### config.mk
export PLATFORM = sky130hd
export DESIGN_NAME = swt_osc_trim_cdr
export DESIGN_NICKNAME = d
export VERILOG_FILES = /design/src/inc/swt_pkg.sv /design/src/logic/swt_filter_tc.sv /design/src/logic/swt_osc_trim_cdr.sv
export SDC_FILE = /design/constraint.sdc
export NUM_CORES = 1
export LEC_CHECK = 0
export BUFFER_PORTS_ARGS = -buffer_cell sky130_fd_sc_hd__buf_4
export CAP_MARGIN = 15
export CORE_ASPECT_RATIO = 1.1
export CORE_UTILIZATION = 50
export DETAILED_ROUTE_END_ITERATION = 16
export HOLD_SLACK_MARGIN = 0.1
export PLACE_DENSITY_LB_ADDON = 0.15
export SYNTH_ARGS = -nofsm -noshare
export SYNTH_HDL_FRONTEND = slang
export SYNTH_HIERARCHICAL = 1
export SYNTH_SLANG_ARGS = --single-unit
### constraint.sdc
create_clock -name clock -period 2.2 [get_ports clock]
set_input_delay 0.22 -clock clock [delete_from_list [all_inputs] [get_ports clock]]
set_output_delay 0.22 -clock clock [all_outputs]
set_load 0.02 [all_outputs]
### src/inc/swt_pkg.sv
// Package with the register map, field layout, reset values and types of the wake trim and recovery block.
package swt_pkg;

    // Register word addresses on the register port.
    localparam logic [6:0] ADDR_TRIM = 7'h3c;
    localparam logic [6:0] ADDR_CAL  = 7'h3d;
    localparam logic [6:0] ADDR_CDR  = 7'h3e;

    // Trim register field positions.
    localparam int WAKE_SEL_BIT = 14;
    localparam int TEMP_MSB     = 11;
    localparam int TEMP_LSB     = 7;
    localparam int COARSE_MSB   = 6;
    localparam int COARSE_LSB   = 0;

    // Calibration register field positions.
    localparam int CAL_HI_MSB = 15;
    localparam int CAL_HI_LSB = 8;
    localparam int CAL_LO_MSB = 7;
    localparam int CAL_LO_LSB = 0;

    // Recovery control field positions.
    localparam int CLK_SEL_MSB = 6;
    localparam int CLK_SEL_LSB = 5;
    localparam int FILT_MSB    = 3;
    localparam int FILT_LSB    = 2;
    localparam int EN_BIT      = 0;

    // Unlock code that opens the trim fields.
    localparam logic [1:0] TRIM_UNLOCK = 2'h3;

    // Values after power-on or soft reset.
    localparam logic [15:0] TRIM_RESET    = 16'h0000;
    localparam logic [15:0] CAL_RESET     = 16'h0000;
    localparam logic [15:0] CDR_RESET     = 16'h0004;
    localparam logic [1:0]  CLK_SEL_RESET = 2'h0;
    localparam logic [1:0]  FILT_RESET    = 2'h1;
    localparam logic        EN_RESET      = 1'b0;

    // Filter select codes and the time constants they give.
    localparam logic [1:0] FILT_TC8      = 2'h0;
    localparam logic [1:0] FILT_TC16     = 2'h1;
    localparam logic [1:0] FILT_TC32     = 2'h2;
    localparam logic [1:0] FILT_ADAPTIVE = 2'h3;
    localparam logic [5:0] TC_8          = 6'h08;
    localparam logic [5:0] TC_16         = 6'h10;
    localparam logic [5:0] TC_32         = 6'h20;

    // Falling edge spacing bands, in bit times, for the adaptive filter.
    localparam logic [3:0] GAP_LONG_TC_MIN  = 4'h2;
    localparam logic [3:0] GAP_LONG_TC_MAX  = 4'h3;
    localparam logic [3:0] GAP_MID_TC_MIN   = 4'h4;
    localparam logic [3:0] GAP_MID_TC_MAX   = 4'h8;
    localparam logic [3:0] GAP_SHORT_TC_MIN = 4'h9;
    localparam logic [3:0] GAP_SHORT_TC_MAX = 4'ha;

    // Recovery clock select codes: full, half, quarter and eighth of the base rate.
    localparam logic [1:0] CLK_DIV1 = 2'h0;
    localparam logic [1:0] CLK_DIV2 = 2'h1;
    localparam logic [1:0] CLK_DIV4 = 2'h2;
    localparam logic [1:0] CLK_DIV8 = 2'h3;
    localparam logic [2:0] DIV_CNT_RESET = 3'h0;

    // One register port request.
    typedef struct packed {
        logic        wr;
        logic        rd;
        logic [6:0]  addr;
        logic [15:0] wdata;
    } swt_req_s;

    // Stored trim fields.
    typedef struct packed {
        logic       wake_receiver_select;
        logic [4:0] temp_coef_trim;
        logic [6:0] oscillator_coarse_trim;
    } swt_trim_s;

    // Stored recovery control fields.
    typedef struct packed {
        logic [1:0] recovery_clock_select;
        logic [1:0] filter_time_constant_select;
        logic       recovery_enable;
    } swt_cdr_s;

endpackage

### src/logic/swt_filter_tc.sv
// Recovery filter time constant selection, fixed or adapted to falling edge spacing.
`timescale 1ns/100ps
module swt_filter_tc (
    input  wire logic       clock,
    input  wire logic       rst,
    input  wire logic       soft_reset,
    input  wire logic [1:0] filter_time_constant_select,
    input  wire logic       edge_gap_valid,
    input  wire logic [3:0] edge_gap_bits,
    output logic      [5:0] filter_time_constant
);

    logic [5:0] tc_q;
    logic [5:0] tc_d;

    // Next time constant; the adaptive code keeps its value for gaps outside the bands.
    always_comb
    begin
        tc_d = tc_q;
        if (soft_reset)
        begin
            tc_d = swt_pkg::TC_16;
        end
        else
        begin
            unique case (filter_time_constant_select)
                swt_pkg::FILT_TC8:  tc_d = swt_pkg::TC_8;
                swt_pkg::FILT_TC16: tc_d = swt_pkg::TC_16;
                swt_pkg::FILT_TC32: tc_d = swt_pkg::TC_32;
                swt_pkg::FILT_ADAPTIVE:
                begin
                    if (edge_gap_valid)
                    begin
                        if (edge_gap_bits >= swt_pkg::GAP_LONG_TC_MIN && edge_gap_bits <= swt_pkg::GAP_LONG_TC_MAX)
                            tc_d = swt_pkg::TC_32;
                        else if (edge_gap_bits >= swt_pkg::GAP_MID_TC_MIN && edge_gap_bits <= swt_pkg::GAP_MID_TC_MAX)
                            tc_d = swt_pkg::TC_16;
                        else if (edge_gap_bits >= swt_pkg::GAP_SHORT_TC_MIN
                                 && edge_gap_bits <= swt_pkg::GAP_SHORT_TC_MAX)
                            tc_d = swt_pkg::TC_8;
                    end
                end
            endcase
        end
    end

    // Time constant register.
    always_ff @(posedge clock or posedge rst)
    begin
        if (rst)
            tc_q <= swt_pkg::TC_16;
        else
            tc_q <= tc_d;
    end

    assign filter_time_constant = tc_q;

endmodule

### src/logic/swt_osc_trim_cdr.sv
// Wake oscillator trim, calibration status and clock data recovery control registers.
// Operation
// - Reserved bits read zero and ignore writes.
// - Trim bit 14 picks wake receiver: 0 low-power, 1 standard.
// - Wake receiver select is accessible only with unlock code 11.
// - Temperature coefficient trim, bits 11:7, writable only with unlock code 11.
// - Oscillator coarse trim, bits 6:0, writable only with unlock code 11.
// - Trim clears on power-on or soft reset; restart keeps bit 14 and 11:0.
// - Calibration result reads as read-only high and low bytes.
// - Recovery control bits 6:5 select the recovery input clock, read-write.
// - Clock select codes give full, half, quarter and eighth rate.
// - Filter select 00, 01, 10 gives time constant 8, 16, 32.
// - Filter select 11 adapts the time constant to falling edge spacing.
// - Recovery control bit 0 enables the recovery function.
// - Recovery control resets to 0x0004; restart keeps bits 6:5, 3:2, 0.
`timescale 1ns/100ps
module swt_osc_trim_cdr (
    input  wire logic              clock,
    input  wire logic              rst,
    input  wire logic              soft_reset,
    input  wire logic              restart,
    input  wire logic [1:0]        trim_unlock,
    input  wire swt_pkg::swt_req_s req,
    input  wire logic              cal_update,
    input  wire logic [15:0]       cal_result,
    input  wire logic              edge_gap_valid,
    input  wire logic [3:0]        edge_gap_bits,
    output logic      [15:0]       rdata,
    output logic                   rdata_valid,
    output logic                   wake_receiver_select,
    output logic      [4:0]        temp_coef_trim,
    output logic      [6:0]        oscillator_coarse_trim,
    output logic                   recovery_enable,
    output logic      [1:0]        recovery_clock_select,
    output logic                   recovery_clock_tick,
    output logic      [5:0]        filter_time_constant
);

    swt_pkg::swt_trim_s trim_q;
    swt_pkg::swt_trim_s trim_d;
    swt_pkg::swt_cdr_s  cdr_q;
    swt_pkg::swt_cdr_s  cdr_d;
    logic [15:0]        cal_q;
    logic [15:0]        cal_d;
    logic [15:0]        rdata_q;
    logic [15:0]        rdata_d;
    logic               rvalid_q;
    logic               rvalid_d;
    logic [2:0]         div_q;
    logic [2:0]         div_d;
    logic [2:0]         div_limit;
    logic               unlocked;
    logic               wr_trim;
    logic               wr_cdr;

    assign unlocked = (trim_unlock == swt_pkg::TRIM_UNLOCK);
    assign wr_trim  = req.wr && (req.addr == swt_pkg::ADDR_TRIM);
    assign wr_cdr   = req.wr && (req.addr == swt_pkg::ADDR_CDR);

    // Next trim fields: soft reset clears, restart keeps, locked writes are dropped.
    always_comb
    begin
        trim_d = trim_q;
        if (soft_reset)
        begin
            trim_d = swt_pkg::swt_trim_s'(swt_pkg::TRIM_RESET[12:0]);
        end
        else if (!restart && wr_trim && unlocked)
        begin
            trim_d.wake_receiver_select   = req.wdata[swt_pkg::WAKE_SEL_BIT];
            trim_d.temp_coef_trim         = req.wdata[swt_pkg::TEMP_MSB:swt_pkg::TEMP_LSB];
            trim_d.oscillator_coarse_trim = req.wdata[swt_pkg::COARSE_MSB:swt_pkg::COARSE_LSB];
        end
    end

    // Next recovery control fields; reserved write bits are simply not stored.
    always_comb
    begin
        cdr_d = cdr_q;
        if (soft_reset)
        begin
            cdr_d.recovery_clock_select       = swt_pkg::CLK_SEL_RESET;
            cdr_d.filter_time_constant_select = swt_pkg::FILT_RESET;
            cdr_d.recovery_enable             = swt_pkg::EN_RESET;
        end
        else if (!restart && wr_cdr)
        begin
            cdr_d.recovery_clock_select       = req.wdata[swt_pkg::CLK_SEL_MSB:swt_pkg::CLK_SEL_LSB];
            cdr_d.filter_time_constant_select = req.wdata[swt_pkg::FILT_MSB:swt_pkg::FILT_LSB];
            cdr_d.recovery_enable             = req.wdata[swt_pkg::EN_BIT];
        end
    end

    // Calibration result capture; restart leaves the last result in place.
    always_comb
    begin
        cal_d = cal_q;
        if (soft_reset)
            cal_d = swt_pkg::CAL_RESET;
        else if (cal_update)
            cal_d = cal_result;
    end

    // Read data, taken on the read strobe and shown one cycle later.
    always_comb
    begin
        rdata_d  = rdata_q;
        rvalid_d = req.rd;
        if (req.rd)
        begin
            rdata_d = '0;
            unique case (req.addr)
                swt_pkg::ADDR_TRIM:
                begin
                    rdata_d[swt_pkg::WAKE_SEL_BIT] = unlocked && trim_q.wake_receiver_select;
                    rdata_d[swt_pkg::TEMP_MSB:swt_pkg::TEMP_LSB]     = trim_q.temp_coef_trim;
                    rdata_d[swt_pkg::COARSE_MSB:swt_pkg::COARSE_LSB] = trim_q.oscillator_coarse_trim;
                end
                swt_pkg::ADDR_CAL:
                begin
                    rdata_d[swt_pkg::CAL_HI_MSB:swt_pkg::CAL_HI_LSB] = cal_q[15:8];
                    rdata_d[swt_pkg::CAL_LO_MSB:swt_pkg::CAL_LO_LSB] = cal_q[7:0];
                end
                swt_pkg::ADDR_CDR:
                begin
                    rdata_d[swt_pkg::CLK_SEL_MSB:swt_pkg::CLK_SEL_LSB] = cdr_q.recovery_clock_select;
                    rdata_d[swt_pkg::FILT_MSB:swt_pkg::FILT_LSB]       = cdr_q.filter_time_constant_select;
                    rdata_d[swt_pkg::EN_BIT]                           = cdr_q.recovery_enable;
                end
                default:
                begin
                    rdata_d = '0;
                end
            endcase
        end
    end

    // Recovery clock divider: one tick every 1, 2, 4 or 8 cycles while enabled.
    always_comb
    begin
        unique case (cdr_q.recovery_clock_select)
            swt_pkg::CLK_DIV1: div_limit = 3'h0;
            swt_pkg::CLK_DIV2: div_limit = 3'h1;
            swt_pkg::CLK_DIV4: div_limit = 3'h3;
            swt_pkg::CLK_DIV8: div_limit = 3'h7;
        endcase
        recovery_clock_tick = cdr_q.recovery_enable && (div_q >= div_limit);
        if (!cdr_q.recovery_enable || recovery_clock_tick)
            div_d = swt_pkg::DIV_CNT_RESET;
        else
            div_d = div_q + 3'h1;
    end

    // State registers; power-on reset loads the documented values.
    always_ff @(posedge clock or posedge rst)
    begin
        if (rst)
        begin
            trim_q   <= swt_pkg::swt_trim_s'(swt_pkg::TRIM_RESET[12:0]);
            cdr_q    <= swt_pkg::swt_cdr_s'({swt_pkg::CLK_SEL_RESET, swt_pkg::FILT_RESET, swt_pkg::EN_RESET});
            cal_q    <= swt_pkg::CAL_RESET;
            rdata_q  <= '0;
            rvalid_q <= 1'b0;
            div_q    <= swt_pkg::DIV_CNT_RESET;
        end
        else
        begin
            trim_q   <= trim_d;
            cdr_q    <= cdr_d;
            cal_q    <= cal_d;
            rdata_q  <= rdata_d;
            rvalid_q <= rvalid_d;
            div_q    <= div_d;
        end
    end

    // Filter time constant selection.
    swt_filter_tc u_filter (
        .clock                       (clock),
        .rst                         (rst),
        .soft_reset                  (soft_reset),
        .filter_time_constant_select (cdr_q.filter_time_constant_select),
        .edge_gap_valid              (edge_gap_valid),
        .edge_gap_bits               (edge_gap_bits),
        .filter_time_constant        (filter_time_constant)
    );

    assign rdata                  = rdata_q;
    assign rdata_valid            = rvalid_q;
    assign wake_receiver_select   = trim_q.wake_receiver_select;
    assign temp_coef_trim         = trim_q.temp_coef_trim;
    assign oscillator_coarse_trim = trim_q.oscillator_coarse_trim;
    assign recovery_enable        = cdr_q.recovery_enable;
    assign recovery_clock_select  = cdr_q.recovery_clock_select;
endmodule

Word level (Yosys, flattened, before mapping)
Index checks and enable logic that the tools add are counted.
Word-level totals
  input port bits: 53
  word-level logic and storage cells: 73
  register bits after elaboration: 60
Operators by class
  muxes and demuxes: 23
  add/sub/neg operators: 1
  reductions and logical operators: 19
  magnitude comparators: 7
  eq/ne operators: 12
Operators with widths (number)
  two-way mux 16 bit: 2
  two-way mux 6 bit: 5
  two-way mux 13 bit: 2
  case mux 6 bit (4 select lines): 1
  == test 7 x 6 -> 1 bit, second input constant: 3
  case mux 2 bit (3 select lines): 2
  case mux 3 bit (4 select lines): 1
  == test 2 bit, second input constant: 5
  logical AND 1 bit: 10
  two-way mux 5 bit: 2
  case mux 5 bit (2 select lines): 1
  less-or-equal comparator 4 bit, second input constant: 2
  case mux 1 bit (2 select lines): 3
  nonzero test 2 bit: 3
  inequality test 5 x 2 -> 1 bit, second input constant: 1
  == test 2 x 1 -> 1 bit, second input constant: 2
  greater-or-equal comparator 4 x 2 -> 1 bit, second input constant: 1
  greater-or-equal comparator 4 x 3 -> 1 bit, second input constant: 1
  greater-or-equal comparator 4 bit, second input constant: 1
  less-or-equal comparator 4 x 2 -> 1 bit, second input constant: 1
  logical NOT 2 bit: 2
  adder 3 x 1 -> 3 bit, second input constant: 1
  greater-or-equal comparator 3 bit: 1
  two-way mux 3 bit: 1
  other kinds (7): 8

Longest topological paths before layout
  depth after elaboration: 8
  depth in mapped cells: 6

Modules after synthesis
The synthesis kept the hierarchy.
By module, submodules not included
  swt_osc_trim_cdr: cells each 235, instances 1, area each 2521.2 sq um
  swt_filter_tc: cells each 25, instances 1, area each 234.0 sq um

Least setup slack after synthesis
OpenSTA, ideal clock, no wires.
  kind: in2reg
  start: input port req[22] (netlist bit)
  end: register trim_q (netlist bit oscillator_coarse_trim[0])
  setup slack: 0.895 ns
  cell stages on the path: 6
  data arrival time: 1.173 ns
  setup time: 0.132 ns
  cell sequence: and4b_2 -> and4b_1 -> buf_6 -> buf_12 -> mux2i_1 -> nor2_1
Between the ends
  cells in the longest elaborated chain, start to end: 5
RTL lines
  from (decl): RTL line swt_osc_trim_cdr.sv:23  | input wire swt_pkg::swt_req_s req,
  == test 7 x 6 -> 1 bit: RTL line swt_osc_trim_cdr.sv:57  | assign wr_trim = req.wr && (req.addr == swt_pkg::ADDR_TRIM);
  logical AND 1 bit: RTL line swt_osc_trim_cdr.sv:57
  logical AND 1 bit (2 in a row): RTL line swt_osc_trim_cdr.sv:68  | else if (!restart && wr_trim && unlocked)
  nonzero test 2 bit (no source line)
  to (signal assigned): RTL line swt_osc_trim_cdr.sv:159  | trim_q <= swt_pkg::swt_trim_s'(swt_pkg::TRIM_RESET[12:0]);
  to (signal assigned): RTL line swt_osc_trim_cdr.sv:168  | trim_q <= trim_d;
  to (decl): RTL line swt_osc_trim_cdr.sv:39  | swt_pkg::swt_trim_s trim_q;
Every way passes these cells.
A chain may end at the register's enable or synchronous reset.

==> impl_metrics.ini <==
[floorplan]
fp.dieArea_um2 = 5810
row_count = 27
io_pins = 93
start_util = 0.533
die_h_um = 79.9
core_area_um2 = 5170
die_x_um = 72.8

[clock_tree]
root_buffer = clkbuf_8
htreeDepth = 3
cts_buffers = 9
cts_buffer_depth = 2
clk_latency_ns = 0.33
clkTransAtPathRegs_ns = 0.07
cts_tree = done
clkSinkCount = 57

[sta]
fin_skew_ns = 0.0101
setup-violations-final = 0
slew_violations = 0
finalHoldViolations = 0
period_minus_slack_ns = 2.11
relSlewSlack = 0.643
fin_crit_sh = 0.959
worst_pin_slew_ns = 0.535
fmax_ghz = 0.474
rsz0062_at_grt = false
tns_ns = 0

[setup_path]
cp-end-kind = primary output
path_buf_inv = 1
slowest_delay_ns = 0.37
cp-start-kind = flop
critPathArrivalTime_ns = 1.89
crit_fanout = 2
slowest_stage = dfrtp_1
cp_top_family = simple AND/OR/NAND/NOR gates
crit_chain = or2_2, ha_4, nand2b_4, a21o_1, a21oi_2, nor2b_1, buf_4
critPathRequiredTime_ns = 1.98
critPathKind = reg -> out

[power_and_ir_drop]
ir_drop_v = 0.000454
powerDensity_nw_per_um2 = 594
leakagePower_uw = 0.00186

[synth]
synthCells = 260
ys_async_sr_fraction = 1.00
syn-cell-area_um2 = 2760
synth_seq_cells = 57
synth-seq-area-share = 0.519
syn_avg_cell_area_um2 = 10.6
synth-edff-count = 0
yosys_warnings = 6
synth_cell_types = 38
synth-main-ff-cell = dfrtp_1

[route]
drt_iter0_markers = 121
num_vias = 2132
dr.pass1.iters = 4
wl_um = 6140
drtAntennaViolNets = 0
vias_per_cell = 5.04
drc_errors = 0
wl_per_cell_um = 14.5

[final_layout]
area_growth_pct = 32.2
layout-drive-gt1-share = 0.359
fin_nets = 404
stdcell_count = 423
diodes = 0

[place]
portBuffers = 86
place.gp.congestion = 0.773
dp.cells = 404
hpwl_um = 4350

[grt]
grt_pass1_wl_um = 9740
grt_max_degree = 39
gr-total-overflow = 0
grt_pass1_vias = 2101
antenna_found_initial = 0
track_usage = 0.227

[hold_path]
min_path_type = in -> reg

[outcome]
status = completed

[job]
max_cap_violations = 0
## stage by stage
stage                     power, uW  hold slack (ns)  cell area [um2]  utilization  setup WS [ns]
after floorplan                1200          -0.0271             2760            -          0.402
after global placement         1300            0.112             3410        0.659          0.240
after detailed placement       1300            0.113             3410        0.659          0.198
after CTS                      2180            0.121             3620        0.701         0.0342
after global routing           2250            0.126             3640        0.705        0.00865
final                          2170            0.124             3640        0.705         0.0902
## worst reg2reg max path, stage by stage (launching register included)
cell and delay (ns):
dfrtp_1 0.37, or2_2 0.32, ha_4 0.22, nand2b_4 0.13, a21o_1 0.16, a21oi_2 0.15
buf_4 0.13, and3_1 0.14
## logic make-up (layout without fill, tap and decap cells)
kind of cell,after synthesis,after routing,synth area share
compound gates,32,32,0.0690
xor+xnor,1,1,0.00318
fa+ha+maj,4,4,0.0182
buf+inv,40,129,0.0745
flops,57,57,0.519
mux,47,47,0.175
other cells,1,3,0.00136
simple gates,78,78,0.140
## layout by cell type (no fill, tap or decap), types with 7 or more instances in the layout
cell type	netlist	routed
nand3_1	9	9
buf_4	5	91
clkbuf_8	0	12
a21oi_1	8	7
o22ai_1	8	8
nor2_1	39	39
mux2i_1	38	38
inv_1	21	20
dfrtp_1	55	55
mux2_2	8	8
o21ai_0	9	9
nand2_1	7	7
## Yosys cell counts, types with 5 or more instances
| cell type | instances | area (um2) |
|---|---|---|
| mux2_2 | 8 | 90.1 |
| nand3_1 | 9 | 45.0 |
| nand2_1 | 7 | 26.3 |
| dfrtp_1 | 55 | 1380 |
| o21ai_0 | 9 | 45.0 |
| clkbuf_1 | 7 | 26.3 |
| nor2_1 | 39 | 146 |
| o22ai_1 | 8 | 50.1 |
| inv_1 | 21 | 78.8 |
| mux2i_1 | 38 | 380 |
| a21oi_1 | 8 | 40.0 |
| nor2b_1 | 5 | 31.3 |
| buf_4 | 5 | 37.5 |
## sequential cells by signal (all words and copies together), names as in the netlist
signal and cells:
temp_coef_trim 5, oscillator_coarse_trim 7, cdr_q 2, cal_q 16, rdata 16, wake_receiver_select 1
u_filter/filter_time_constant 3, recovery_enable 1, div_q 3, rdata_valid 1, recovery_clock_select 2
## routing by layer
metal  routed length, um  global-route usage  vias to the layer above
li1                    -                   -                     1046
met1                2840               0.298                     1022
met2                2930               0.361                       55
met3                 276              0.0492                        9
met4                  95               0.100                        0
met5                   0                   0                        -
## where the power goes
group / leakage (uW) / switching (uW) / internal (uW)
registers: 0.000776 / 9.16 / 1070
logic: 0.000989 / 105 / 99.0
clock network: 0.0000980 / 397 / 488
total: 0.00186 / 512 / 1650
## final timing paths
kind	cells after the start	from	endpoint	slack, ns
worst min register to register	1	u_filter/filter_time_constant[3]$_DFFE_PP0P_	u_filter/filter_time_constant[3]$_DFFE_PP0P_	0.51
worst max register to register	7	recovery_clock_select[1]$_DFFE_PP0P_	div_q[0]$_DFF_PP0_	0.53
max in group asynchronous	4	rst	rdata[3]$_DFFE_PP0P_	1.12
worst min-delay path	3	cal_result[0]	cal_q[0]$_DFFE_PP0P_	0.12
min in group asynchronous	3	rst	u_filter/filter_time_constant[5]$_DFFE_PP0P_	0.34
worst max-delay path	7	recovery_clock_select[1]$_DFFE_PP0P_	recovery_clock_tick	0.09
## area by class of cell
cell class | instances | area, um2
clock inverters | 3 | 15.0
inverters | 21 | 78.8
clock buffers | 12 | 165
flip-flops and latches | 57 | 1430
fillers | 417 | 1530
well taps | 72 | 90.1
repair buffers | 93 | 713
multi-input cells | 165 | 1150
## what timing repair did
action | 4_1_cts | 5_1_grt
pin swaps | 1 | 2
gates resized for setup | 1 | 2
endpoints found under the hold margin | 25 | 0
buffers inserted | 3 | 0
setup endpoints to repair | 1 | 1
hold buffers | 1 | 0
(Power assumes the default switching activity.)
